**src/logic/lvac_pkg.sv**
```systemverilog
// Constants, field layout and types of the low-voltage and converter control block
package lvac_pkg;

  // Register bus geometry
  localparam int unsigned ADDR_W = 8;
  localparam int unsigned DATA_W = 8;

  // Byte offsets of the register file
  localparam logic [ADDR_W-1:0] OFF_CONV_CTRL  = 8'h08;
  localparam logic [ADDR_W-1:0] OFF_LOW_BAT    = 8'h0C;
  localparam logic [ADDR_W-1:0] OFF_RESULT     = 8'h10;
  localparam logic [ADDR_W-1:0] OFF_IRQ_STATUS = 8'h14;
  localparam logic [ADDR_W-1:0] OFF_IRQ_CLEAR  = 8'h18;
  localparam logic [ADDR_W-1:0] OFF_IRQ_ENABLE = 8'h1C;

  // Converter control fields
  localparam int unsigned CC_ANALOG_LSB = 4;
  localparam int unsigned CC_ANALOG_W   = 4;
  localparam int unsigned CC_CHAN_LSB   = 2;
  localparam int unsigned CC_CHAN_W     = 2;
  localparam int unsigned CC_POWER_BIT  = 1;
  localparam int unsigned CC_HALF_BIT   = 0;

  // Low-battery control fields
  localparam int unsigned LOW_BAT_ENABLE_BIT = 0;
  localparam int unsigned LOW_BAT_FLAG_BIT   = 1;
  localparam int unsigned LOW_BAT_PAD_BIT    = 2;
  localparam int unsigned LOW_BAT_RSVD_LSB   = 3;
  localparam int unsigned LOW_BAT_RSVD_W     = 5;
  localparam logic [LOW_BAT_RSVD_W-1:0] LOW_BAT_RSVD_VALUE = 5'h1F;

  // Reset values
  localparam logic [DATA_W-1:0] CONV_CTRL_RESET = 8'h00;
  localparam logic [DATA_W-1:0] RESULT_RESET    = 8'h00;
  localparam logic [DATA_W-1:0] READ_IDLE       = 8'h00;

  // Interrupt status bits
  localparam int unsigned IRQ_TRIP    = 0;
  localparam int unsigned IRQ_CONV    = 1;
  localparam int unsigned IRQ_SETTLED = 2;
  localparam int unsigned IRQ_W       = 3;

  // Detector settling time
  localparam int unsigned CLK_FREQ_MHZ   = 200;
  localparam int unsigned SETTLE_TIME_NS = 20000;
  localparam int unsigned SETTLE_CYCLES  = (SETTLE_TIME_NS * CLK_FREQ_MHZ + 999) / 1000;
  localparam int unsigned SETTLE_CNT_W   = 12;

  // Synchroniser depth
  localparam int unsigned SYNC_STAGES = 2;

  typedef struct packed {
    logic [ADDR_W-1:0] addr;
    logic [DATA_W-1:0] wdata;
    logic              wr;
    logic              rd;
  } lvac_bus_req_s;

  typedef struct packed {
    logic [CC_ANALOG_W-1:0] analog_sel;
    logic [CC_CHAN_W-1:0]   channel;
    logic                   power;
    logic                   half_clk;
  } lvac_conv_ctrl_s;

  typedef enum logic [1:0] {
    LVAC_DET_OFF,
    LVAC_DET_SETTLE,
    LVAC_DET_ARMED
  } lvac_det_e;

endpackage

```
**src/logic/lvac_sync.sv**
```systemverilog
// Multi-bit level synchroniser for asynchronous analog comparator outputs
module lvac_sync #(
  parameter int unsigned WIDTH  = 1,
  parameter int unsigned STAGES = lvac_pkg::SYNC_STAGES
) (
  input  wire logic             clk,
  input  wire logic             sys_rst,
  input  wire logic [WIDTH-1:0] async_in,
  output logic      [WIDTH-1:0] sync_out
);

  generate
    if (WIDTH < 1 || STAGES < 2) begin : g_bad
      $error("lvac_sync needs WIDTH of at least 1 and STAGES of at least 2");
    end
  endgenerate

  // Only the last stage is visible; earlier stages may be metastable
  logic [WIDTH-1:0] stage_q [STAGES];

  always_ff @(posedge clk) begin
    if (sys_rst) begin
      for (int i = 0; i < STAGES; i++) begin
        stage_q[i] <= '0;
      end
    end else begin
      stage_q[0] <= async_in;
      for (int i = 1; i < STAGES; i++) begin
        stage_q[i] <= stage_q[i-1];
      end
    end
  end

  assign sync_out = stage_q[STAGES-1];

endmodule

```
**src/logic/lvac_top.sv**
```systemverilog
// Low-battery detector control and analog converter control register block
//
// The plain strobed port was chosen for this implementation.

module lvac_top #(
  parameter int unsigned SETTLE_CYCLES = lvac_pkg::SETTLE_CYCLES,
  parameter int unsigned RESULT_W      = lvac_pkg::DATA_W
) (
  input  wire logic                          clk,
  input  wire logic                          sys_rst,
  input  wire lvac_pkg::lvac_bus_req_s       bus_req,
  output logic [lvac_pkg::DATA_W-1:0]        rd_data_q,
  input  wire logic                          lvd_trip_async,
  input  wire logic                          pad_unregulated_async,
  input  wire logic                          timer_one_irq,
  input  wire logic                          conv_valid,
  input  wire logic [RESULT_W-1:0]           conv_data,
  output lvac_pkg::lvac_conv_ctrl_s          conv_ctrl_q,
  output logic                               conv_tick_q,
  output logic                               irq_five_q,
  output logic                               irq_q
);

  generate
    if (SETTLE_CYCLES < 1 || SETTLE_CYCLES >= (1 << lvac_pkg::SETTLE_CNT_W)) begin : g_bad_settle
      $error("lvac_top SETTLE_CYCLES must fit the settle counter and be at least 1");
    end
    if (RESULT_W != lvac_pkg::DATA_W) begin : g_bad_width
      $error("lvac_top RESULT_W must equal the register data width");
    end
  endgenerate

  localparam logic [lvac_pkg::SETTLE_CNT_W-1:0] SETTLE_LAST =
    lvac_pkg::SETTLE_CNT_W'(SETTLE_CYCLES - 1);

  // Comparator inputs arrive from analog, so both pass a two-stage synchroniser
  logic [1:0] cmp_sync;
  logic       trip_level;
  logic       pad_unregulated;

  lvac_sync #(
    .WIDTH  (2),
    .STAGES (lvac_pkg::SYNC_STAGES)
  ) i_lvac_sync (
    .clk      (clk),
    .sys_rst  (sys_rst),
    .async_in ({pad_unregulated_async, lvd_trip_async}),
    .sync_out (cmp_sync)
  );

  assign trip_level      = cmp_sync[0];
  assign pad_unregulated = cmp_sync[1];

  // Address decode
  logic hit_conv_ctrl;
  logic hit_low_bat;
  logic hit_result;
  logic hit_irq_status;
  logic hit_irq_clear;
  logic hit_irq_enable;
  logic wr_conv_ctrl;
  logic wr_low_bat;
  logic wr_irq_clear;
  logic wr_irq_enable;

  assign hit_conv_ctrl  = (bus_req.addr == lvac_pkg::OFF_CONV_CTRL);
  assign hit_low_bat    = (bus_req.addr == lvac_pkg::OFF_LOW_BAT);
  assign hit_result     = (bus_req.addr == lvac_pkg::OFF_RESULT);
  assign hit_irq_status = (bus_req.addr == lvac_pkg::OFF_IRQ_STATUS);
  assign hit_irq_clear  = (bus_req.addr == lvac_pkg::OFF_IRQ_CLEAR);
  assign hit_irq_enable = (bus_req.addr == lvac_pkg::OFF_IRQ_ENABLE);

  assign wr_conv_ctrl  = bus_req.wr && hit_conv_ctrl;
  assign wr_low_bat    = bus_req.wr && hit_low_bat;
  assign wr_irq_clear  = bus_req.wr && hit_irq_clear;
  assign wr_irq_enable = bus_req.wr && hit_irq_enable;

  // Converter control register
  lvac_pkg::lvac_conv_ctrl_s conv_ctrl_d;

  assign conv_ctrl_d.analog_sel =
    bus_req.wdata[lvac_pkg::CC_ANALOG_LSB +: lvac_pkg::CC_ANALOG_W];
  assign conv_ctrl_d.channel    =
    bus_req.wdata[lvac_pkg::CC_CHAN_LSB +: lvac_pkg::CC_CHAN_W];
  assign conv_ctrl_d.power      = bus_req.wdata[lvac_pkg::CC_POWER_BIT];
  assign conv_ctrl_d.half_clk   = bus_req.wdata[lvac_pkg::CC_HALF_BIT];

  always_ff @(posedge clk) begin
    if (sys_rst) begin
      conv_ctrl_q <= lvac_pkg::CONV_CTRL_RESET;
    end else if (wr_conv_ctrl) begin
      conv_ctrl_q <= conv_ctrl_d;
    end
  end

  // Converter clock rate: a tick every cycle, or every second cycle in half mode
  logic phase_q;
  logic conv_tick_d;

  assign conv_tick_d = conv_ctrl_q.power && (!conv_ctrl_q.half_clk || phase_q);

  // Phase runs only at half rate, so a change to half rate restarts from a tick-free cycle
  always_ff @(posedge clk) begin
    if (sys_rst) begin
      phase_q <= 1'b0;
    end else begin
      phase_q <= conv_ctrl_q.power && conv_ctrl_q.half_clk && !phase_q;
    end
  end

  always_ff @(posedge clk) begin
    if (sys_rst) begin
      conv_tick_q <= 1'b0;
    end else begin
      conv_tick_q <= conv_tick_d;
    end
  end

  // Conversion result, read-only to software
  logic [RESULT_W-1:0] result_q;
  logic                conv_done;

  // A result offered while powered down is stale and is dropped
  assign conv_done = conv_valid && conv_ctrl_q.power;

  always_ff @(posedge clk) begin
    if (sys_rst) begin
      result_q <= lvac_pkg::RESULT_RESET;
    end else if (conv_done) begin
      result_q <= conv_data;
    end
  end

  // Low-battery detection
  logic                            detect_en_q;
  logic                            trip_flag_q;
  logic [lvac_pkg::SETTLE_CNT_W-1:0] settle_cnt_q;
  lvac_pkg::lvac_det_e             det_q;
  lvac_pkg::lvac_det_e             det_d;
  logic                            settle_done;
  logic                            trip_set;

  always_ff @(posedge clk) begin
    if (sys_rst) begin
      detect_en_q <= 1'b0;
    end else if (wr_low_bat) begin
      detect_en_q <= bus_req.wdata[lvac_pkg::LOW_BAT_ENABLE_BIT];
    end
  end

  // The comparator needs time to settle after enable; its output is ignored until then
  assign settle_done = (det_q == lvac_pkg::LVAC_DET_SETTLE) && (settle_cnt_q == SETTLE_LAST);

  always_comb begin
    det_d = det_q;
    unique case (det_q)
      lvac_pkg::LVAC_DET_OFF: begin
        if (detect_en_q) begin
          det_d = lvac_pkg::LVAC_DET_SETTLE;
        end
      end
      lvac_pkg::LVAC_DET_SETTLE: begin
        if (!detect_en_q) begin
          det_d = lvac_pkg::LVAC_DET_OFF;
        end else if (settle_done) begin
          det_d = lvac_pkg::LVAC_DET_ARMED;
        end
      end
      lvac_pkg::LVAC_DET_ARMED: begin
        if (!detect_en_q) begin
          det_d = lvac_pkg::LVAC_DET_OFF;
        end
      end
      default: begin
        det_d = lvac_pkg::LVAC_DET_OFF;
      end
    endcase
  end

  always_ff @(posedge clk) begin
    if (sys_rst) begin
      det_q        <= lvac_pkg::LVAC_DET_OFF;
      settle_cnt_q <= '0;
    end else begin
      det_q <= det_d;
      if (det_q == lvac_pkg::LVAC_DET_SETTLE) begin
        settle_cnt_q <= settle_cnt_q + 1'b1;
      end else begin
        settle_cnt_q <= '0;
      end
    end
  end

  // Flag is sticky while enabled; disabling detection discards it
  assign trip_set = (det_q == lvac_pkg::LVAC_DET_ARMED) && detect_en_q && trip_level;

  always_ff @(posedge clk) begin
    if (sys_rst) begin
      trip_flag_q <= 1'b0;
    end else if (!detect_en_q) begin
      trip_flag_q <= 1'b0;
    end else if (trip_set) begin
      trip_flag_q <= 1'b1;
    end
  end

  // Interrupt five: trip owns the line while detection is on
  logic irq_five_d;

  assign irq_five_d = detect_en_q ? trip_flag_q : timer_one_irq;

  always_ff @(posedge clk) begin
    if (sys_rst) begin
      irq_five_q <= 1'b0;
    end else begin
      irq_five_q <= irq_five_d;
    end
  end

  // Event status, clear and enable
  logic [lvac_pkg::IRQ_W-1:0] irq_status_q;
  logic [lvac_pkg::IRQ_W-1:0] irq_status_d;
  logic [lvac_pkg::IRQ_W-1:0] irq_enable_q;
  logic [lvac_pkg::IRQ_W-1:0] irq_events;
  logic [lvac_pkg::IRQ_W-1:0] irq_clear;
  logic                       irq_pending;

  assign irq_events[lvac_pkg::IRQ_TRIP]    = trip_set && !trip_flag_q;
  assign irq_events[lvac_pkg::IRQ_CONV]    = conv_done;
  assign irq_events[lvac_pkg::IRQ_SETTLED] = settle_done && detect_en_q;

  assign irq_clear = wr_irq_clear ? bus_req.wdata[lvac_pkg::IRQ_W-1:0] : '0;

  // New events win over a clear in the same cycle, so no event is lost to a racing clear
  assign irq_status_d = (irq_status_q & ~irq_clear) | irq_events;
  assign irq_pending  = |(irq_status_q & irq_enable_q);

  always_ff @(posedge clk) begin
    if (sys_rst) begin
      irq_status_q <= '0;
    end else begin
      irq_status_q <= irq_status_d;
    end
  end

  always_ff @(posedge clk) begin
    if (sys_rst) begin
      irq_enable_q <= '0;
    end else if (wr_irq_enable) begin
      irq_enable_q <= bus_req.wdata[lvac_pkg::IRQ_W-1:0];
    end
  end

  // Registered so the pin comes from a flop; it lags the status bit by one cycle
  always_ff @(posedge clk) begin
    if (sys_rst) begin
      irq_q <= 1'b0;
    end else begin
      irq_q <= irq_pending;
    end
  end

  // Read path: data stand in the cycle after the strobe only
  logic [lvac_pkg::DATA_W-1:0] low_bat_view;
  logic [lvac_pkg::DATA_W-1:0] conv_ctrl_view;
  logic [lvac_pkg::DATA_W-1:0] status_view;
  logic [lvac_pkg::DATA_W-1:0] enable_view;
  logic [lvac_pkg::DATA_W-1:0] rd_mux;

  assign low_bat_view = {lvac_pkg::LOW_BAT_RSVD_VALUE, pad_unregulated,
                         trip_flag_q, detect_en_q};
  assign conv_ctrl_view = conv_ctrl_q;
  assign status_view    = {{(lvac_pkg::DATA_W - lvac_pkg::IRQ_W){1'b0}}, irq_status_q};
  assign enable_view    = {{(lvac_pkg::DATA_W - lvac_pkg::IRQ_W){1'b0}}, irq_enable_q};

  assign rd_mux = hit_conv_ctrl  ? conv_ctrl_view :
                  hit_low_bat    ? low_bat_view   :
                  hit_result     ? result_q       :
                  hit_irq_status ? status_view    :
                  hit_irq_enable ? enable_view    :
                  lvac_pkg::READ_IDLE;

  always_ff @(posedge clk) begin
    if (sys_rst) begin
      rd_data_q <= lvac_pkg::READ_IDLE;
    end else if (bus_req.rd) begin
      rd_data_q <= rd_mux;
    end else begin
      rd_data_q <= lvac_pkg::READ_IDLE;
    end
  end

endmodule

```
**config.mk**
```make
export PLATFORM = sky130hd
export DESIGN_NAME = lvac_top
export DESIGN_NICKNAME = d
export VERILOG_FILES = /design/src/logic/lvac_pkg.sv /design/src/logic/lvac_sync.sv /design/src/logic/lvac_top.sv
export SDC_FILE = /design/constraint.sdc
export NUM_CORES = 1
export LEC_CHECK = 0
export BUFFER_PORTS_ARGS = -buffer_cell sky130_fd_sc_hd__buf_4
export CAP_MARGIN = 20
export CELL_PAD_IN_SITES_DETAIL_PLACEMENT = 0
export CELL_PAD_IN_SITES_GLOBAL_PLACEMENT = 1
export CORE_MARGIN = 2
export CORE_UTILIZATION = 35
export CTS_BUF_LIST = sky130_fd_sc_hd__clkbuf_8 sky130_fd_sc_hd__clkbuf_16
export DETAILED_ROUTE_END_ITERATION = 12
export PLACE_DENSITY = 0.71
export SLEW_MARGIN = 10
export SYNTH_ARGS = -nofsm -noshare
export SYNTH_HDL_FRONTEND = slang
export SYNTH_SLANG_ARGS = --single-unit
```
**constraint.sdc**
```tcl
create_clock -name clk -period 1.3 [get_ports clk]
set_input_delay 0.26 -clock clk [delete_from_list [all_inputs] [get_ports clk]]
set_output_delay 0.26 -clock clk [all_outputs]
set_load 0.02 [all_outputs]
```
# After elaboration in Yosys (flattened, before gate mapping)
# Memory sizes are Yosys's and may differ from the RTL's.
# Index checks and enable logic that the tools add are counted.
# op_classes
order_cmp,0
mul,0
eq_ne,12
n_bitwise,9
div_mod_pow,0
n_mux,17
reduce_logical,23
add_sub_neg,1
shifts,0
# ops
cell,count
$eq A8 B5 Y1 const B,4
$mux W8,3
$eq A8 B4 Y1 const B,2
$logic_and A1 B1 Y1,13
$add A12 B1 Y12 const B,1
$eq A12 B12 Y1 const B,1
$mux W2,6
$mux W3,3
$and A3 B3 Y3,2
$pmux W2 S3,1
$reduce_or A2 Y1,3
$mux W1,4
$ne A2 B2 Y1 const B,2
$logic_not A1 Y1,3
$ne A3 B3 Y1 const B,1
$not A1 Y1,3
$not A3 Y3,1
$or A3 B3 Y3,1
$reduce_and A3 Y1,1
$reduce_or A3 Y1,1
$eq A2 B1 Y1 const B,1
$eq A2 B2 Y1 const B,1
$logic_not A2 Y1,1
$or A1 B1 Y1,2
$logic_or A1 B1 Y1,1
# word_totals
wordCells,79
romBits,0
mem_count,1
latch_bits,0
output_inout_bits,19
mem_bits_rw,4
ff_bits,50
# mem_list
name,words,width,read_ports,rd_clocked_by_memory_dff,wr,line,rtl
i_lvac_sync.stage_q,2,2,2,0,2,lvac_sync.sv:19,logic [WIDTH-1:0] stage_q [STAGES];

# Logic depth before layout (Yosys ltp)
# Gate-level depths: netlist of the first run.
# depth
ltp_word,6
mapped_depth,5
mapped_depth_nobuf,5

# Cells and area by module
# Synthesis of the first run repeated with hierarchy kept, for this count alone.
# hier_totals
hier_cells,227
hier_area_um2,2138.3
# by_module_without_submodules
module,area_each_um2,cells_per_inst,n_inst
lvac_top,2018.2,217,1
lvac_sync,120.1,10,1

# Least setup slack after synthesis of the first run
# Ideal clock, no wire load.
# synth_path
kind,reg-to-reg
from,register settle_cnt_q[0] (netlist name)
to,register det_q[1]
slack_ps,-110
t_arrival_ps,1339
n_path_buf,0
stages_incl_launch_ff,6
setup_time_ps,71
path_cell_list,dfxtp_1 > ha_1 > and4_1 > nand3_1 > or3_1 > a21oi_1
# synth_via
elab_chain_len,4
# synth_lines
element,line,rtl
start: declaration,lvac_top.sv:137,logic [lvac_pkg::SETTLE_CNT_W-1:0] settle_cnt_q;
start signal: assignment,lvac_top.sv:187,settle_cnt_q <= settle_cnt_q + 1'b1;
$eq A12 B12 Y1,lvac_top.sv:152,assign settle_done = (det_q == lvac_pkg::LVAC_DET_SETTLE) && (settle_cnt_q == SETTLE_LAST);
$logic_and A1 B1 Y1,lvac_top.sv:152,
$ne A3 B3 Y1 (no line),n/a,
$reduce_and A3 Y1 (no line),n/a,
end signal: assignment,lvac_top.sv:182,det_q <= lvac_pkg::LVAC_DET_OFF;
end signal: assignment,lvac_top.sv:185,det_q <= det_d;
end: declaration,lvac_top.sv:138,lvac_pkg::lvac_det_e det_q;
# No other way between the ends.
# A chain may end at the register's enable or synchronous reset.

# Final worst setup path of the first run
# Same ends and word-level chain as after synthesis.

==> results of run 1 <==
## placed cells by master, fill, tap and decap left out, drive strengths merged
master    instances
and4              1
or3               1
and3b             1
inv               4
and2              1
nand4b            1
nor3b             2
a222oi            1
nand3b            2
o2bb2ai           5
mux2i            13
nand4             8
clkbuf            5
nor2b            10
nand2            24
nor4              4
nor2             40
dfxtp            54
xor2              3
nand2b            1
ha                1
nand3             6
a21oi            13
o22ai             3
xnor2             7
clkinvlp          1
a22oi             3
a211oi            1
nor3              1
mux2              3
nor4b             1
clkinv            1
o311a             3
buf              73
or3b              1
## path summary, 6_finish.rpt
kind / from / endpoint / slack, ps / cells past startpoint
setup reg to reg: settle_cnt_q[0] / det_q[1] / -10 / 5
hold reg to reg: i_lvac_sync.stage_q[0][0] / i_lvac_sync.stage_q[0][2] / 440 / 1
setup / recovery: settle_cnt_q[0] / det_q[1] / -10 / 5
hold / removal: pad_unregulated_async / i_lvac_sync.stage_q[0][1] / 160 / 2
## worst max-delay path: stages, from the launching register on
cell and delay (ps):
dfxtp_4 370, ha_4 130, and4_4 220, nand3_2 70, or3_4 350, a21oi_2 110
## Yosys cell counts (all sizes together)
cell / number
nand4b: 1
mux2i: 13
or3: 1
and4: 1
and3b: 1
nor2: 40
nor3b: 2
clkbuf: 8
o22ai: 3
nand2: 24
nor4b: 1
o2bb2ai: 5
xnor2: 7
dfxtp: 54
or3b: 1
a21oi: 13
mux2: 3
nand3: 6
nand3b: 2
nand2b: 1
xor2: 3
inv: 3
a211oi: 1
a222oi: 1
and2: 1
o311a: 3
nor4: 4
ha: 1
nor2b: 10
nor3: 1
nand4: 8
a22oi: 3
## power breakdown
group          total, mW  internal, mW  switching, mW
logic              0.186         0.105         0.0806
registers           1.66          1.66        0.00245
clock network      0.957         0.390          0.567
## what timing repair did
| item | 4_1_cts | 5_1_grt |
|---|---|---|
| setup endpoints to repair | 4 | 8 |
| resized for setup | 4 | 10 |
| pin swaps | 5 | 5 |
| buffers inserted | 2 | 0 |
## metrics by stage
step	util (%)	setup TNS (ps)	setup slack (ps)	area [um2]	total power, mW
2_1_floorplan	-	0	2.745	2146	1.760
3_3_place_gp	46.94	-2079	-143.7	2763	1.889
3_5_place_dp	46.94	-2188	-145.4	2763	1.889
4_1_cts	49.11	-157.0	-62.32	2890	2.847
5_1_grt	49.57	-263.4	-70.17	2918	2.940
6_report	49.57	-19.35	-10.34	2918	2.804
## flip-flops by register name, summed over array words and instances, names as in the netlist
signal	flops
conv_ctrl_q	8
conv_tick_q	1
det_q	2
detect_en_q	1
i_lvac_sync.stage_q	4
irq_enable_q	3
irq_five_q	1
irq_q	1
irq_status_q	3
phase_q	1
rd_data_q	8
result_q	8
settle_cnt_q	12
trip_flag_q	1
## cell type report
class,count,area [um2]
clock inverter,3,25.02
clock buffer,5,68.82
inverter,3,11.26
tap,75,93.84
multi-input combinational,161,1067
fill,578,2968
sequential,54,1087
timing repair buffer,73,564.3
## metal layers
layer	GRT usage, %	vias to the layer above
li1	-	932
met1	21.24	838
met2	24.96	49
met3	3.297	4
met4	4.500	0
met5	0	-
## cell families (layout without fill, tap and decap cells)
logic type      after synthesis  in the layout
simple gates                105            105
flops                        54             54
compound gates               29             29
mux                          16             16
buf+inv                      11             84
xor+xnor                     10             10
fa+ha+maj                     1              1
==> qor.txt, run 1 <==
I/O pins -> 51
Setup crit start kind -> flop
H-tree depth -> 2
Req. time, crit path -> 1550 ps
Synth Area in Simple Gates -> 25.48%
Die X -> 82.03 um
Final setup margin -> -10.34 ps
Post-Synth Adder-Cell Area -> 0.5872%
Sequential fraction of the synthesis area -> 50.73%
Routed wire length per instance -> 13.45 um
Vias in the first global route -> 1,692
Final Cycle Share -> 100.8%
Critical Path AT -> 1560 ps
Layout cells sized above 1 -> 35.45%
CTS tree -> done
First-pass GRT wire length -> 7990 um
CP Max Fanout -> 3
Initial detailed-routing violation count -> 108
Std-Cell Core Area -> 0.005886 mm2
DRT Pass-1 Iters -> 4
Worst Skew -> 9.902 ps
Relative max-transition margin -> 76.48%
Met3 WL -> 227 um
Die ar. -> 0.006728 mm2
Root Buffer Master -> clkbuf_8
DR vias/cell -> 4.874
Cells taking the most area after synthesis -> dfxtp_1, nor2_1, mux2i_1
Syn Std Cell Area -> 0.002131 mm2
Hold buffer count at cts -> 0
WS Path Type -> reg2reg
Cell variety after synth -> 35
Violated checks -> setup timing
CTS sink count -> 54
Setup crit end kind -> flop
Clock Latency Late Sink -> 310 ps
Non-filler instance count after layout -> 374
Placer congestion estimate -> 0.7403
Placed Instances -> 365
Synth Warn # -> 0
Largest family of logic cells by synthesized area -> simple AND/OR/NAND/NOR gates
Largest net degree at the start of global routing -> 19
Clock-pin slew on the worst setup and hold paths -> 100 ps
Syn_nets -> 259
Met2 wire length -> 2332 um
RSZ-0062 raised after global routing -> yes
Fmax -> 763.2 MHz
Worst vdd ir -> 0.0006639 V
Slew Limit Fails -> 0
Cell taking the most area after synthesis -> dfxtp_1
Die height -> 82.03 um
Metal-1 WL -> 2426 um
Uppermost routed layer -> met4
Final Setup Violations -> 2
Global route total overflow -> 0
Final hold violations -> 0
All-layer global routing usage -> 15.62%
WL final -> 5030 um
Post-synthesis xor/xnor area fraction -> 4.110%
Worst Tran Pin Value -> 352.9 ps
CTS max path bufs -> 2
Hold crit path type -> in2reg
Clock period minus worst slack -> 1310 ps
Total Nets Final -> 331
Syn Area/Cell -> 9.428 um2
Drt drc -> 0
Synth Register Bits -> 54
Starting Density -> 36.20%
Hold WS -> 161.8 ps
Post-synthesis mux area share -> 7.692%
Vias after detailed routing -> 1,823
Post-Synthesis Cells -> 226
Antenna cells -> 0
DP HPWL -> 3813 um
Status -> complete, but fails checks
Site Rows -> 28
Compound-gate portion of the synthesized area -> 9.454%
DRT antenna net count -> 0
Initial antenna violation count -> 0
Max Cap Viol -> 0
Share of the synthesized area in the top cell type -> 50.73%
CTS Buf Count -> 5
Port Buffer Count -> 50
PwrDens -> 960.8 mW/mm2
Leak -> 1.184 nW
Syn-to-layout area delta -> 36.93%
(Power assumes the default switching activity.)
==> run 2, diff against run 1 <==
- SLEW_MARGIN: 10 -> 5
- SYNTH_HIERARCHICAL: default -> 1
==> qor.txt, run 2 <==
Multi-input logic area -> 0.001046 mm2 (-2.0%)
Post-Synthesis Cells -> 227 (+0.44%)
Req. time, crit path -> 1500 ps (-50 ps)
Relative max-transition margin -> 79.37% (+2.9 points)
CTS Buf Count -> 5 (unchanged)
Initial detailed-routing violation count -> 84 (-22%)
Final Core Density -> 49.07% (-0.50 points)
Final hold violations -> 0 (unchanged)
Critical Path AT -> 1460 ps (-100 ps)
Synth Register Bits -> 54 (unchanged)
Sum Neg Setup Slack -> 0 ps (+19.35 ps)
Port Buffer Count -> 50 (unchanged)
Hold wc startpoint -> lvd_trip_async
R2R Path Start -> settle_cnt_q[0]
CP Depth -> 6 (+1)
Global route total overflow -> 0 (unchanged)
Cell count of the worst reg-to-reg path -> 6 (+1)
Worst Skew -> 8.391 ps (-1.511 ps)
Setup crit start kind -> flop
Antenna cells -> 0 (unchanged)
Vias in the first global route -> 1,721 (+1.7%)
Cells along the critical path -> buf_4, nand4_1, buf_4, nor3_4, xnor2_1, nor2_1
Max reg flops -> 12 (unchanged)
Clock-pin slew on the worst setup and hold paths -> 100 ps (about the same)
Biggest register -> settle_cnt_q
Initial antenna violation count -> 0 (unchanged)
Die height -> 82.16 um (+0.16%)
Filler cells -> 595 (+2.9%)
Die X -> 82.16 um (+0.16%)
DRT Pass-1 Iters -> 4 (unchanged)
Synth Warn # -> 6 (+6)
Setup crit end kind -> flop
CTS sink count -> 54 (unchanged)
WS Path Type -> reg2reg
Drt drc -> 0 (unchanged)
Total Nets Final -> 330 (-0.30%)
Syn-to-layout area delta -> 35.87%
Largest net degree at the start of global routing -> 26 (+7)
I/O pins -> 51 (unchanged)
Worst path slowest cell -> dfxtp_2
WL final -> 5018 um (-0.24%)
Worst vdd ir -> 0.0004869 V (-27%)
Hold WS -> 165.4 ps (+3.666 ps)
Status -> finished clean
Site Rows -> 28 (unchanged)
Most common cell after layout, fill and taps aside -> buf_4
Clock period minus worst slack -> 1267 ps (-43.50 ps)
Number of synthesized flops with an enable pin -> 0 (unchanged)
Layout cells sized above 1 -> 34.56% (-0.89 points)
RSZ-0062 raised after global routing -> yes
Most frequent cell after synthesis -> dfxtp_1
Starting Density -> 36.12% (-0.087 points)
Root Buffer Master -> clkbuf_8
Final Setup Violations -> 0 (-2)
Clock Latency Late Sink -> 310 ps (about the same)
CP Max Fanout -> 3 (unchanged)
Worst Setup SP -> settle_cnt_q[0]
Syn Area/Cell -> 9.420 um2 (about the same)
Slew Limit Fails -> 0 (unchanged)
Hold buffer count at cts -> 0 (unchanged)
Cell taking the most area after synthesis -> dfxtp_1
Syn_nets -> 260 (+0.39%)
Flip-flop and latch area -> 0.001087 mm2 (unchanged)
Final Cycle Share -> 97.45% (-3.3 points)
Sequential fraction of the synthesis area -> 50.56% (-0.18 points)
First-pass GRT wire length -> 8017 um (+0.34%)
Fmax -> 789.4 MHz (+3.4%)
Post-DP Area -> 0.002721 mm2 (-1.5%)
Leak -> 1.197 nW (+1.0%)
Cells taking the most area after synthesis -> dfxtp_1, nor2_1, mux2i_1
DP HPWL -> 3674 um (-3.6%)
Post-synth top flop -> dfxtp_1
Async S/R FF share, synth -> 0% (unchanged)
Reg2Reg Capture Point -> settle_cnt_q[11]
H-tree depth -> 2 (unchanged)
CTS tree -> done
Std-Cell Core Area -> 0.005921 mm2 (+0.60%)
Cell variety after synth -> 37 (+5.7%)
Hold crit path type -> in2reg
Die ar. -> 0.006750 mm2 (+0.33%)
Share of the synthesized area in the top cell type -> 50.56% (-0.18 points)
Max incr delay on CP -> 340 ps (-30 ps)
R2R setup slack -> 30 ps (+40 ps)
Vias after detailed routing -> 1,807 (-0.88%)
Worst path bufs/invs -> 2 (+2)
Top delay family on crit path -> simple AND/OR/NAND/NOR gates
Finished Cell Area -> 0.002905 mm2 (-0.43%)
Commonest cells post-synth -> dfxtp_1, nor2_1, nand2_1
All-layer global routing usage -> 15.83% (+0.22 points)
Max Cap Viol -> 0 (unchanged)
Critical Path Most Common Cell -> buf_4
DR vias/cell -> 4.845 (-0.61%)
CTS max path bufs -> 2 (unchanged)
DRT antenna net count -> 0 (unchanged)
Worst Tran Pin Value -> 309.5 ps (-43.38 ps)
Routed wire length per instance -> 13.45 um (about the same)
Crit path capture -> settle_cnt_q[11]
Placer congestion estimate -> 0.8187 (+11%)
Most frequent cells in the layout -> buf_4, dfxtp_1, nor2_1
Syn Std Cell Area -> 0.002138 mm2 (+0.35%)
PwrDens -> 1023 mW/mm2 (+6.5%)
[run 2: changes by cell type after synthesis, moves of 2 or more]
cell,change
nor2_1,-5
nor4_1,-3
a21oi_1,+3
clkbuf_1,-2
nor3_1,+3
nand3b_1,-2
o21ai_0,+3
xor2_1,-2
or3_1,+2
buf_4,+2
[run 2: what timing repair did]
action	in CTS	in global routing
endpoints found under the setup margin	5	8
resized for setup	2	11
pin swaps	1	2
setup buffers	0	3
[run 2: worst min path at each step]
stage,endpoint,slack [ps],depth (start not counted)
2_1_floorplan,i_lvac_sync/stage_q[0][0],330,1
3_3_place_gp,i_lvac_sync/stage_q[0][2],420,1
3_5_place_dp,i_lvac_sync/stage_q[0][2],430,1
4_1_cts,i_lvac_sync/stage_q[0][0],160,2
5_1_grt,conv_ctrl_q[6],170,3
6_report,i_lvac_sync/stage_q[0][0],170,2
[run 2: cell type report]
| type | count | area share, % |
|---|---|---|
| Sequential cell | 54 | 37.42 |
| Multi-Input combinational cell | 161 | 36.00 |
| Timing Repair Buffer | 72 | 19.04 |
| Tap cell | 75 | 3.230 |
| Clock buffer | 5 | 2.369 |
| Clock inverter | 3 | 1.550 |
| Inverter | 3 | 0.3876 |
[run 2: through the flow]
stage               worst slack (ps)  power [mW]  instances
finish                         33.16       2.973        373
detailed placement            -135.9       1.883        362
global route                  -32.69       3.102        373
CTS                            9.242       3.017        370
floorplan                      2.676       1.761        227
global placement              -127.8       1.882        362
[run 2: report_power, final]
group	total, mW	switching [mW]	internal (mW)
Clock	1.13	0.556	0.573
Sequential	1.66	0.00272	1.66
Combinational	0.180	0.0809	0.0989
[run 2: layer usage]
| layer | wire length [um] | vias to the layer above | GRT usage (%) |
|---|---|---|---|
| met5 | 0 | - | 0 |
| met4 | 78 | 0 | 6.333 |
| met3 | 272 | 6 | 4.130 |
| met2 | 2326 | 36 | 25.85 |
| met1 | 2341 | 831 | 19.93 |
| li1 | - | 934 | - |
[run 2: worst reg2reg max path, cell delays in order (launching register included)]
cell	delay, ps
dfxtp_2	340
buf_4	110
nand4_1	160
buf_4	200
nor3_4	160
xnor2_1	130
nor2_1	50
[run 2: logic make-up (layout without fill, tap and decap cells)]
group	count (synthesis)	after routing	share of synthesized area (%)
adder cells (fa/ha/maj)	1	1	0.5850
AND/OR/NAND/NOR	102	102	25.04
XOR/XNOR	7	7	2.867
multiplexers	16	16	7.665
AO/OA/AOI/OAI	35	35	10.82
buffers and inverters	12	83	2.457
flip-flops	54	54	50.56
